==> config.mk <==
export PLATFORM = sky130hd
export DESIGN_NAME = external_bus_area_config
export DESIGN_NICKNAME = d
export VERILOG_FILES = /design/src/bus_area_pkg.sv /design/src/cycle_if.sv /design/src/cycle_settings_latch.sv /design/src/external_bus_area_config.sv
export VERILOG_INCLUDE_DIRS = /design/src
export SDC_FILE = /design/constraint.sdc
export NUM_CORES = 1
export LEC_CHECK = 0
export BUFFER_PORTS_ARGS = -buffer_cell sky130_fd_sc_hd__clkbuf_2
export CORE_MARGIN = 3
export CORE_UTILIZATION = 38
export CTS_BUF_LIST = sky130_fd_sc_hd__clkbuf_8
export DETAILED_ROUTE_END_ITERATION = 10
export HOLD_SLACK_MARGIN = 0.12
export SLEW_MARGIN = 20
export SYNTH_ARGS = -nofsm -noshare
export SYNTH_HDL_FRONTEND = slang
export SYNTH_SLANG_ARGS = --single-unit
==> constraint.sdc <==
create_clock -name aclk -period 2.5 [get_ports aclk]
set_input_delay 0.5 -clock aclk [delete_from_list [all_inputs] [get_ports aclk]]
set_output_delay 0.5 -clock aclk [all_outputs]
set_load 0.03 [all_outputs]
==> src/bus_area_cfg.svh <==
`ifndef BUS_AREA_CFG_SVH
`define BUS_AREA_CFG_SVH

// register byte addresses
`define CFG_ADDR_BUS_CONFIG   32'h0FFFFFE0
`define CFG_ADDR_BASIC_WAIT   32'h0FFFFFE4
`define CFG_ADDR_STATUS       32'h0FFFFFEC

// external_bus_config fields
`define CFG_ENDIAN_BIT        12
`define CFG_BURST_ROM_BIT     11
`define CFG_PARTIAL_BIT       10
`define CFG_LW23_HI           9
`define CFG_LW23_LO           8
`define CFG_LW1_HI            7
`define CFG_LW1_LO            6
`define CFG_LW0_HI            5
`define CFG_LW0_LO            4
`define CFG_MEMTYPE_HI        2
`define CFG_MEMTYPE_LO        0
`define CFG_WRITE_MASK        16'h1FF7
`define CFG_RESET_BUS_CONFIG  16'h0000
`define CFG_RESET_BASIC_WAIT  8'hFF

// memory type codes
`define CFG_MT_ORDINARY       3'h0
`define CFG_MT_A3_SDRAM       3'h1
`define CFG_MT_A3_DRAM        3'h2
`define CFG_MT_A3_PSRAM       3'h3
`define CFG_MT_A2_SDRAM       3'h4
`define CFG_MT_BOTH_SDRAM     3'h5
`define CFG_MT_RESERVED_HI    2'h3

// wait timing
`define CFG_LONG_WAIT_BASE    3'h3
`define CFG_BASIC_LONG_CODE   2'h3

// bus responses
`define CFG_RESP_OKAY         2'h0
`define CFG_RESP_SLVERR       2'h2

`endif

==> src/bus_area_pkg.sv <==
package bus_area_pkg;

	typedef enum logic [1:0] {
		AREA_ORDINARY,
		AREA_SDRAM,
		AREA_DRAM,
		AREA_PSRAM
	} area_kind_e;

	typedef enum logic [1:0] {
		MASTER_TOTAL,
		MASTER_PARTIAL,
		MASTER_OTHER
	} master_mode_e;

endpackage

==> src/cycle_if.sv <==
`timescale 1ns/1ns
interface cycle_if;
	import bus_area_pkg::*;
	logic        start;
	logic [1:0]  area;
	logic [15:0] config_word;
	logic [7:0]  basic_wait;
	logic [2:0]  waits;
	logic        ext_wait_enable;
	logic        little_endian;
	logic        burst_rom;
	area_kind_e  area_kind;

	modport cfg_side (
		output start, area, config_word, basic_wait,
		input  waits, ext_wait_enable, little_endian, burst_rom, area_kind
	);
	modport latch_side (
		input  start, area, config_word, basic_wait,
		output waits, ext_wait_enable, little_endian, burst_rom, area_kind
	);
endinterface

==> src/cycle_settings_latch.sv <==
`timescale 1ns/1ns
`include "bus_area_cfg.svh"
module cycle_settings_latch
	import bus_area_pkg::*;
(
	// clock and reset
	input  wire logic   aclk,
	input  wire logic   aresetn,
	// request and settings
	cycle_if.latch_side c
);

	logic [1:0] basic_code;
	logic [1:0] long_code;
	logic [2:0] mem_type;

	always_comb begin
		basic_code = c.basic_wait[2*c.area +: 2];
		mem_type   = c.config_word[`CFG_MEMTYPE_HI:`CFG_MEMTYPE_LO];
		if (c.area == 2'h0) begin
			long_code = c.config_word[`CFG_LW0_HI:`CFG_LW0_LO];
		end else if (c.area == 2'h1) begin
			long_code = c.config_word[`CFG_LW1_HI:`CFG_LW1_LO];
		end else begin
			long_code = c.config_word[`CFG_LW23_HI:`CFG_LW23_LO];
		end
	end

	// long wait when basic code is 11
	always_ff @(posedge aclk) begin
		if (!aresetn) begin
			c.waits           <= 3'h0;
			c.ext_wait_enable <= 1'b0;
		end else if (c.start) begin
			c.ext_wait_enable <= (basic_code != 2'h0);
			if (basic_code == `CFG_BASIC_LONG_CODE) begin
				c.waits <= `CFG_LONG_WAIT_BASE + {1'b0, long_code};
			end else begin
				c.waits <= {1'b0, basic_code};
			end
		end
	end

	always_ff @(posedge aclk) begin
		if (!aresetn) begin
			c.little_endian <= 1'b0;
			c.burst_rom     <= 1'b0;
		end else if (c.start) begin
			c.little_endian <= (c.area == 2'h2) &&
				c.config_word[`CFG_ENDIAN_BIT];
			c.burst_rom     <= (c.area == 2'h0) &&
				c.config_word[`CFG_BURST_ROM_BIT];
		end
	end

	always_ff @(posedge aclk) begin
		if (!aresetn) begin
			c.area_kind <= AREA_ORDINARY;
		end else if (c.start) begin
			c.area_kind <= AREA_ORDINARY;
			if (c.area == 2'h2) begin
				if (mem_type == `CFG_MT_A2_SDRAM ||
					mem_type == `CFG_MT_BOTH_SDRAM) begin
					c.area_kind <= AREA_SDRAM;
				end
			end else if (c.area == 2'h3) begin
				if (mem_type == `CFG_MT_A3_SDRAM ||
					mem_type == `CFG_MT_BOTH_SDRAM) begin
					c.area_kind <= AREA_SDRAM;
				end else if (mem_type == `CFG_MT_A3_DRAM) begin
					c.area_kind <= AREA_DRAM;
				end else if (mem_type == `CFG_MT_A3_PSRAM) begin
					c.area_kind <= AREA_PSRAM;
				end
			end
		end
	end
endmodule

==> src/external_bus_area_config.sv <==
// The implementer's own choice: the AXI4-Lite register port.
`timescale 1ns/1ns
`include "bus_area_cfg.svh"
// Notes on behaviour
// - bit 12 set gives area 2 little-endian
// - bit 11 set gives area 0 burst ROM
// - mode pin low: bit 10 picks partial-share
// - long-wait codes give three to six waits
// - memory type field, reset ordinary
// - codes 1-3 make area 3 SDRAM/DRAM/PSRAM
// - codes 4,5 SDRAM area 2; 6,7 forbidden
// - basic code 11 uses long wait, ext wait
module external_bus_area_config
	import bus_area_pkg::*;
(
	// clock and reset
	input  wire logic        aclk,
	input  wire logic        aresetn,
	// axi4-lite write address
	input  wire logic [31:0] awaddr,
	input  wire logic        awvalid,
	output logic             awready,
	// axi4-lite write data
	input  wire logic [31:0] wdata,
	input  wire logic [3:0]  wstrb,
	input  wire logic        wvalid,
	output logic             wready,
	// axi4-lite write response
	output logic [1:0]       bresp,
	output logic             bvalid,
	input  wire logic        bready,
	// axi4-lite read address
	input  wire logic [31:0] araddr,
	input  wire logic        arvalid,
	output logic             arready,
	// axi4-lite read data
	output logic [31:0]      rdata,
	output logic [1:0]       rresp,
	output logic             rvalid,
	input  wire logic        rready,
	// mode strap pin
	input  wire logic        mode_pin_five,
	// bus cycle generator
	input  wire logic        cycle_start,
	input  wire logic [1:0]  cycle_area,
	input  wire logic        cycle_done,
	output logic [2:0]       cycle_waits,
	output logic             cycle_ext_wait_enable,
	output logic             cycle_little_endian,
	output logic             cycle_burst_rom,
	output area_kind_e       cycle_area_kind,
	output master_mode_e     master_mode
);

	logic [15:0] external_bus_config;
	logic [7:0]  area_basic_wait_control;
	logic        mode_meta;
	logic        mode_sync;
	logic        cycle_active;
	logic        aw_held;
	logic        w_held;
	logic [31:0] aw_addr_q;
	logic [31:0] w_data_q;
	logic [3:0]  w_strb_q;
	logic        aw_hs;
	logic        w_hs;
	logic        ar_hs;
	logic        write_fire;
	logic        next_aw_held;
	logic        next_w_held;
	logic        next_bvalid;
	logic        next_rvalid;
	logic [15:0] merged;
	logic [15:0] next_config;

	cycle_if cyc ();

	// two flops: the pin is asynchronous to aclk
	always_ff @(posedge aclk) begin
		if (!aresetn) begin
			mode_meta <= 1'b0;
			mode_sync <= 1'b0;
		end else begin
			mode_meta <= mode_pin_five;
			mode_sync <= mode_meta;
		end
	end

	// master mode from pin and bit 10
	always_ff @(posedge aclk) begin
		if (!aresetn) begin
			master_mode <= MASTER_TOTAL;
		end else if (mode_sync) begin
			master_mode <= MASTER_OTHER;
		end else if (external_bus_config[`CFG_PARTIAL_BIT]) begin
			master_mode <= MASTER_PARTIAL;
		end else begin
			master_mode <= MASTER_TOTAL;
		end
	end

	// start wins over done in the same cycle
	always_ff @(posedge aclk) begin
		if (!aresetn) begin
			cycle_active <= 1'b0;
		end else if (cycle_start) begin
			cycle_active <= 1'b1;
		end else if (cycle_done) begin
			cycle_active <= 1'b0;
		end
	end

	always_comb begin
		aw_hs        = awvalid && awready;
		w_hs         = wvalid && wready;
		ar_hs        = arvalid && arready;
		write_fire   = aw_held && w_held && !bvalid;
		next_aw_held = (aw_held || aw_hs) && !write_fire;
		next_w_held  = (w_held || w_hs) && !write_fire;
		next_bvalid  = write_fire || (bvalid && !bready);
		next_rvalid  = ar_hs || (rvalid && !rready);
		merged[15:8] = w_strb_q[1] ? w_data_q[15:8] :
			external_bus_config[15:8];
		merged[7:0]  = w_strb_q[0] ? w_data_q[7:0] :
			external_bus_config[7:0];
		next_config  = merged & `CFG_WRITE_MASK;
		// forbidden codes leave the field as it was
		if (merged[2:1] == `CFG_MT_RESERVED_HI) begin
			next_config[2:0] = external_bus_config[2:0];
		end
	end

	// address and data may arrive in either order
	always_ff @(posedge aclk) begin
		if (!aresetn) begin
			aw_held   <= 1'b0;
			w_held    <= 1'b0;
			awready   <= 1'b0;
			wready    <= 1'b0;
			aw_addr_q <= 32'h00000000;
			w_data_q  <= 32'h00000000;
			w_strb_q  <= 4'h0;
		end else begin
			aw_held <= next_aw_held;
			w_held  <= next_w_held;
			awready <= !next_aw_held && !next_bvalid;
			wready  <= !next_w_held && !next_bvalid;
			if (aw_hs) begin
				aw_addr_q <= awaddr;
			end
			if (w_hs) begin
				w_data_q <= wdata;
				w_strb_q <= wstrb;
			end
		end
	end

	always_ff @(posedge aclk) begin
		if (!aresetn) begin
			bvalid <= 1'b0;
			bresp  <= `CFG_RESP_OKAY;
		end else begin
			bvalid <= next_bvalid;
			if (write_fire) begin
				if (aw_addr_q == `CFG_ADDR_BUS_CONFIG ||
					aw_addr_q == `CFG_ADDR_BASIC_WAIT ||
					aw_addr_q == `CFG_ADDR_STATUS) begin
					bresp <= `CFG_RESP_OKAY;
				end else begin
					bresp <= `CFG_RESP_SLVERR;
				end
			end
		end
	end

	// reset gives ordinary spaces, three waits
	always_ff @(posedge aclk) begin
		if (!aresetn) begin
			external_bus_config     <= `CFG_RESET_BUS_CONFIG;
			area_basic_wait_control <= `CFG_RESET_BASIC_WAIT;
		end else if (write_fire) begin
			if (aw_addr_q == `CFG_ADDR_BUS_CONFIG) begin
				external_bus_config <= next_config;
			end else if (aw_addr_q == `CFG_ADDR_BASIC_WAIT && w_strb_q[0]) begin
				area_basic_wait_control <= w_data_q[7:0];
			end
		end
	end

	always_ff @(posedge aclk) begin
		if (!aresetn) begin
			arready <= 1'b0;
			rvalid  <= 1'b0;
			rdata   <= 32'h00000000;
			rresp   <= `CFG_RESP_OKAY;
		end else begin
			rvalid  <= next_rvalid;
			arready <= !next_rvalid;
			if (ar_hs) begin
				rresp <= `CFG_RESP_OKAY;
				if (araddr == `CFG_ADDR_BUS_CONFIG) begin
					rdata <= {16'h0000, external_bus_config};
				end else if (araddr == `CFG_ADDR_BASIC_WAIT) begin
					rdata <= {24'h000000, area_basic_wait_control};
				end else if (araddr == `CFG_ADDR_STATUS) begin
					rdata <= {28'h0000000, cycle_active, master_mode,
						mode_sync};
				end else begin
					rdata <= 32'h00000000;
					rresp <= `CFG_RESP_SLVERR;
				end
			end
		end
	end

	// settings sampled only at cycle start
	assign cyc.start       = cycle_start;
	assign cyc.area        = cycle_area;
	assign cyc.config_word = external_bus_config;
	assign cyc.basic_wait  = area_basic_wait_control;

	cycle_settings_latch u_latch (
		.aclk    (aclk),
		.aresetn (aresetn),
		.c       (cyc.latch_side)
	);

	assign cycle_waits           = cyc.waits;
	assign cycle_ext_wait_enable = cyc.ext_wait_enable;
	assign cycle_little_endian   = cyc.little_endian;
	assign cycle_burst_rom       = cyc.burst_rom;
	assign cycle_area_kind       = cyc.area_kind;
endmodule

# After elaboration in Yosys (flattened, before gate mapping)

Cells that the tools add are included.

Flip-flop bits (word level): 123
Input bits: 112
Output and inout bits: 51
Logic and storage cells: 109

Add/sub/neg operators: 1
Equality and inequality tests: 16
Shifts and indexed selects: 1
Muxes and demuxes: 21
Bitwise logic cells: 3
Reductions and logical operators: 39

Operators by type and width:

| kind                                                               | number |
|---|---|
| 32-bit by 28-bit == test with 1-bit output (second input constant) | 6 |
| 2-bit 2-to-1 mux                                                   | 12 |
| 1-bit logical AND                                                  | 14 |
| 13-bit 2-to-1 mux                                                  | 1 |
| 3-bit AND reduction                                                | 4 |
| 2-bit == test (second input constant)                              | 4 |
| 1-bit zero test                                                    | 8 |
| 1-bit logical OR                                                   | 8 |
| 8-bit 2-to-1 mux                                                   | 1 |
| 8-bit by 4-bit indexed part select with 2-bit output               | 1 |
| 3-bit by 2-bit == test with 1-bit output (second input constant)   | 2 |
| 3-bit == test (second input constant)                              | 2 |
| 3-bit 2-to-1 mux                                                   | 2 |
| 1-bit 2-to-1 mux                                                   | 4 |
| 4-bit 2-to-1 mux                                                   | 1 |
| 4-bit AND reduction                                                | 1 |
| 2-bit nonzero test                                                 | 2 |
| 2-bit by 2-bit adder with 3-bit output (first input constant)      | 1 |
| 3-bit by 1-bit == test with 1-bit output (second input constant)   | 1 |
| 1-bit NOT                                                          | 3 |
| 2-bit by 1-bit == test with 1-bit output (second input constant)   | 1 |
| 2-bit zero test                                                    | 1 |
| 2-bit OR reduction                                                 | 1 |

# Logic depth before layout (Yosys ltp)

Depth after elaboration: 6
Mapped depth: 8
Gate-level depth less buffers: 7

# Cells and area by module

From an unflattened synthesis, not the netlist that was laid out.

Cells, all modules: 512
Area total of the unflattened synthesis: 4305.4 µm²

Modules (own cells, without submodules):

| module                   | instances | cells an instance | area an instance (µm²) | seq. area each (µm²) |
|---|---|---|---|---|
| external_bus_area_config | 1         | 463               | 3843.7                 | 1881.8 |
| cycle_settings_latch     | 1         | 49                | 461.7                  | 160.2 |

# Worst setup path before layout

OpenSTA, ideal clock, no wires.

Kind: register to register
Start: reg aw_addr_q[28]
End: reg area_basic_wait_control[6]
Library setup time: 137 ps
Arrival: 2017 ps
Required time: 2363 ps
Path slack: 346 ps
Cell stages (with the launch flop): 8
Path buffers: 3
Period minus slack after synthesis: 2154 ps
Path through: dfxtp_1 > or4_1 > or4_1 > buf_2 > buf_6 > buf_6 > o41ai_1 > nand3_1

Longest elaborated chain between the ends: 3
Elaborated cells on any way between the ends: 5
Those cells by class: eq/ne: 2; bitwise: 1; reduce/logical: 2

Ends and longest elaborated chain:

| what                                                  | line                            | source |
|---|---|---|
| start, declared                                       | external_bus_area_config.sv:62  | `logic [31:0] aw_addr_q;` |
| start signal, assigned                                | external_bus_area_config.sv:149 | `aw_addr_q <= awaddr;` |
| 32-bit by 28-bit == test with 1-bit output (no line)  | --                              |  |
| 1-bit logical AND / 1-bit NOT (equally long branches) | --                              |  |
| 3-bit AND reduction (no line) *                       | --                              |  |
| end signal, assigned                                  | external_bus_area_config.sv:180 | `` area_basic_wait_control <= `CFG_RESET_BASIC_WAIT; `` |
| end signal, assigned                                  | external_bus_area_config.sv:185 | `area_basic_wait_control <= w_data_q[7:0];` |
| end, declared                                         | external_bus_area_config.sv:56  | `logic [7:0] area_basic_wait_control;` |

Every way passes the cells marked *; elsewhere a longest branch is shown, timed or not.
A chain may end at the register's enable or synchronous reset.

# Worst setup path in the final report

Start: reg aw_addr_q[28]
End: reg external_bus_config[5] (netlist: cyc.config_word[5])

Longest elaborated chain between the ends: 2

Ends and longest elaborated chain:

| what                                                 | line                            | source |
|---|---|---|
| 32-bit by 28-bit == test with 1-bit output (no line) | --                              |  |
| 3-bit AND reduction (no line)                        | --                              |  |
| end signal, assigned                                 | external_bus_area_config.sv:179 | `` external_bus_config <= `CFG_RESET_BUS_CONFIG; `` |
| end signal, assigned                                 | external_bus_area_config.sv:183 | `external_bus_config <= next_config;` |
| end, declared                                        | external_bus_area_config.sv:55  | `logic [15:0] external_bus_config;` |

No other way between the ends.

==> out/results.ini <==
[outcome]
status = complete, no violations

[detailed_routing]
post_drt_wl_per_cell_um = 13.8
firstDrtPassIters = 4
wirelength_um = 10800
via_per_inst = 5.12
drtIter0Drc = 209
route.detailed.drc = 0
dr_total_vias = 4018
ant_nets = 0

[die]
rows = 38
dieArea_sq_um = 12900
io_pins = 163
start_util = 0.397
coreArea_sq_um = 11100
die_h_um = 114
die_x_um = 114

[sta]
timing.final.crit_share = 0.888
hold_ws_ns = 0.340
fmax_ghz = 0.450
setup_slack_ns = 0.280
fin_skew_ns = 0.0134
fin_crit_ns = 2.22
rsz0062_at_grt = no
finalSetupViolCount = 0
tightest_slew_ns = 0.746
report.final.slew_viol_count = 0
finalHoldViolations = 0
slew_headroom = 0.503
final.setup.tns_ns = 0

[layout]
fill_cells = 1147
drive_gt1_frac = 0.234
diodes = 0
final_cell_count_no_fill = 785
final_nets = 753
syn_to_final_growth_pct = 18.8

[setup_path]
r2r_cells = 5
r2r_start = aw_addr_q[28]
arrival_ns = 2.51
cp-end-kind = flop
worstReg2RegEnd = cyc.config_word[5]
crit_type = flop to flop
cp-start-kind = flop
critPathMaxFanout = 26
required_ns = 2.79
setup.reg_to_reg.worst_slack_ns = 0.28

[yosys]
synth_top_area_frac = 0.464
yosysWarnings = 0
yosys-top-cells-area = dfxtp_1, nand2_1, a21oi_1
synth_top_cell_by_area = dfxtp_1
synth_cell_types = 42
synthesis.instances = 536
syn_area_sq_um = 4400
avgSynthCellArea_sq_um = 8.21
synth_seq_cells = 102
synth_seq_area_share = 0.464

[clock_network]
cts_tree = done
cts_root_buf = clkbuf_8
clkSinkCount = 102
clkLatencyLatePin_ns = 0.36
cts_setup_buffers = 0
hold_buffers = 0
cts_max_level = 3
cts_buffers = 9
cts.repair.resized = 0
clkTransAtPathRegs_ns = 0.10
clockBufferDepth = 2

[placement]
io_buffers = 120
gp_congestion = 0.814
dp_slack_ns = 0.257
dpl.hpwl_um = 8080
place_inst = 769

[min_path]
hold_path_class = input pin to flop
whs_endpoint = mode_meta
min_from = mode_pin_five
hold_depth = 2

[global_route]
antenna_found_initial = 0
grt_usage = 0.165
grt_max_degree = 71
grt_pass1_vias = 3785
grt_pass1_wl_um = 17500
overflow = 0

[power_and_ir_drop]
p_leak_nw = 2.07
power_density_nw_per_um2 = 596
irDropWorstVdd_uv = 325

[job]
cap_violations = 0

[flip-flops by register name, indices dropped and copies added (netlist names), 2 cells and up]
signal                   flops
aw_addr_q                   32
rdata                       13
w_data_q                    13
cyc.config_word             12
area_basic_wait_control      8
u_latch.c.waits              3
master_mode                  2
u_latch.c.area_kind          2
w_strb_q                     2
[cell families after synthesis]
logic type / share of synthesized area
and+or+nand+nor: 0.267
AOI/OAI and AO/OA: 0.150
DFF: 0.464
buffers and inverters: 0.0753
muxes: 0.0404
adders and majority gates: 0.00284
other: 0.000852
[per-stage QoR]
| stage | utilization | instance area [sq um] | power [mW] |
|---|---|---|---|
| final | 0.472 | 5230 | 3.12 |
| after CTS | 0.472 | 5230 | 3.16 |
| after global placement | 0.453 | 5020 | 2.07 |
| after global routing | 0.472 | 5230 | 3.27 |
| after floorplan | - | 4480 | 1.98 |
| after detailed placement | 0.453 | 5020 | 2.08 |
[worst max path at each step]
stage,to,slack [ns],from,depth (start not counted)
after floorplan,area_basic_wait_control[6],0.35,aw_addr_q[28],7
after global placement,cyc.config_word[6],0.33,aw_addr_q[28],5
after detailed placement,cyc.config_word[5],0.26,aw_addr_q[28],5
after CTS,cyc.config_word[5],0.25,aw_addr_q[28],5
after global routing,cyc.config_word[4],0.14,aw_addr_q[28],5
final,cyc.config_word[5],0.28,aw_addr_q[28],5
[per-layer routing]
metal / share of wire / track usage / routed length, um / vias up
li1: - / - / - / 2050
met1: 0.47 / 0.220 / 5040 / 1818
met2: 0.45 / 0.266 / 4820 / 136
met3: 0.069 / 0.0329 / 744 / 14
met4: 0.019 / 0.0625 / 202 / 0
met5: 0 / 0 / 0 / -
[cells in the final DEF (no fill, tap or decap), types with 3 or more instances in the layout]
cell / instances
nand3_1: 20
nor2_1: 16
nand4_1: 18
mux2i_1: 11
o21ai_0: 6
nand2_1: 130
o31ai_1: 12
nor4_1: 4
nand2b_1: 10
inv_1: 6
clkbuf_8: 11
nand4b_1: 7
clkbuf_2: 120
conb_1: 21
o41ai_1: 9
nor3_1: 5
dfxtp_1: 102
and2_1: 9
a21boi_0: 3
a21oi_1: 73
buf_4: 10
or4_1: 12
nand4bb_1: 3
[critical path, stage by stage, from the launching register on]
cell,delay [ns]
dfxtp_1,0.32
or4_1,0.55
or4_1,0.41
buf_4,0.23
nor3_2,0.41
mux2i_1,0.24
[area by class of cell]
type                            instances  area (sq um)  share of cell area
Multi-Input combinational cell        391          2100               0.402
Timing Repair Buffer                  130           676               0.129
Clock buffer                           11           151              0.0289
Sequential cell                       102          2040               0.390
Inverter                                6          22.5             0.00431
Tap cell                              140           175              0.0335
Clock inverter                          5          58.8              0.0112
[Yosys cell counts]
library cell and instances:
a41oi_1 1, inv_1 5, buf_1 4, a211oi_1 2, buf_2 1, and2_1 9
nand2b_1 10, nor3b_1 1, nor3_2 1, or4_1 12, ha_1 1, o21ai_0 6
o41ai_1 9, nand3b_1 1, nand4b_1 7, and3_1 2, inv_2 1, o2111ai_1 1
nor2b_1 2, nor4_1 4, o31ai_1 12, and3b_1 1, buf_4 21, a21boi_0 3
nand3_1 20, o211a_1 1, nor3_1 5, nand4_1 18, nand4bb_1 3, o311ai_1 1
mux4_2 2, a2111oi_0 1, conb_1 1, nand2_1 130, dfxtp_1 102, mux2_2 2
mux2i_1 11, a21oi_1 73, o211ai_1 2, nor2_1 16, clkbuf_1 29, buf_6 2
[power breakdown]
part	internal, mW	leakage [nW]	switching [mW]	total, mW
sequential	1.68	0.830	0.0368	1.71
combinational	0.116	1.14	0.208	0.324
clock	0.518	0.107	0.561	1.08
total	2.31	2.07	0.806	3.12
No activity file was read; power rests on OpenSTA's default activity.
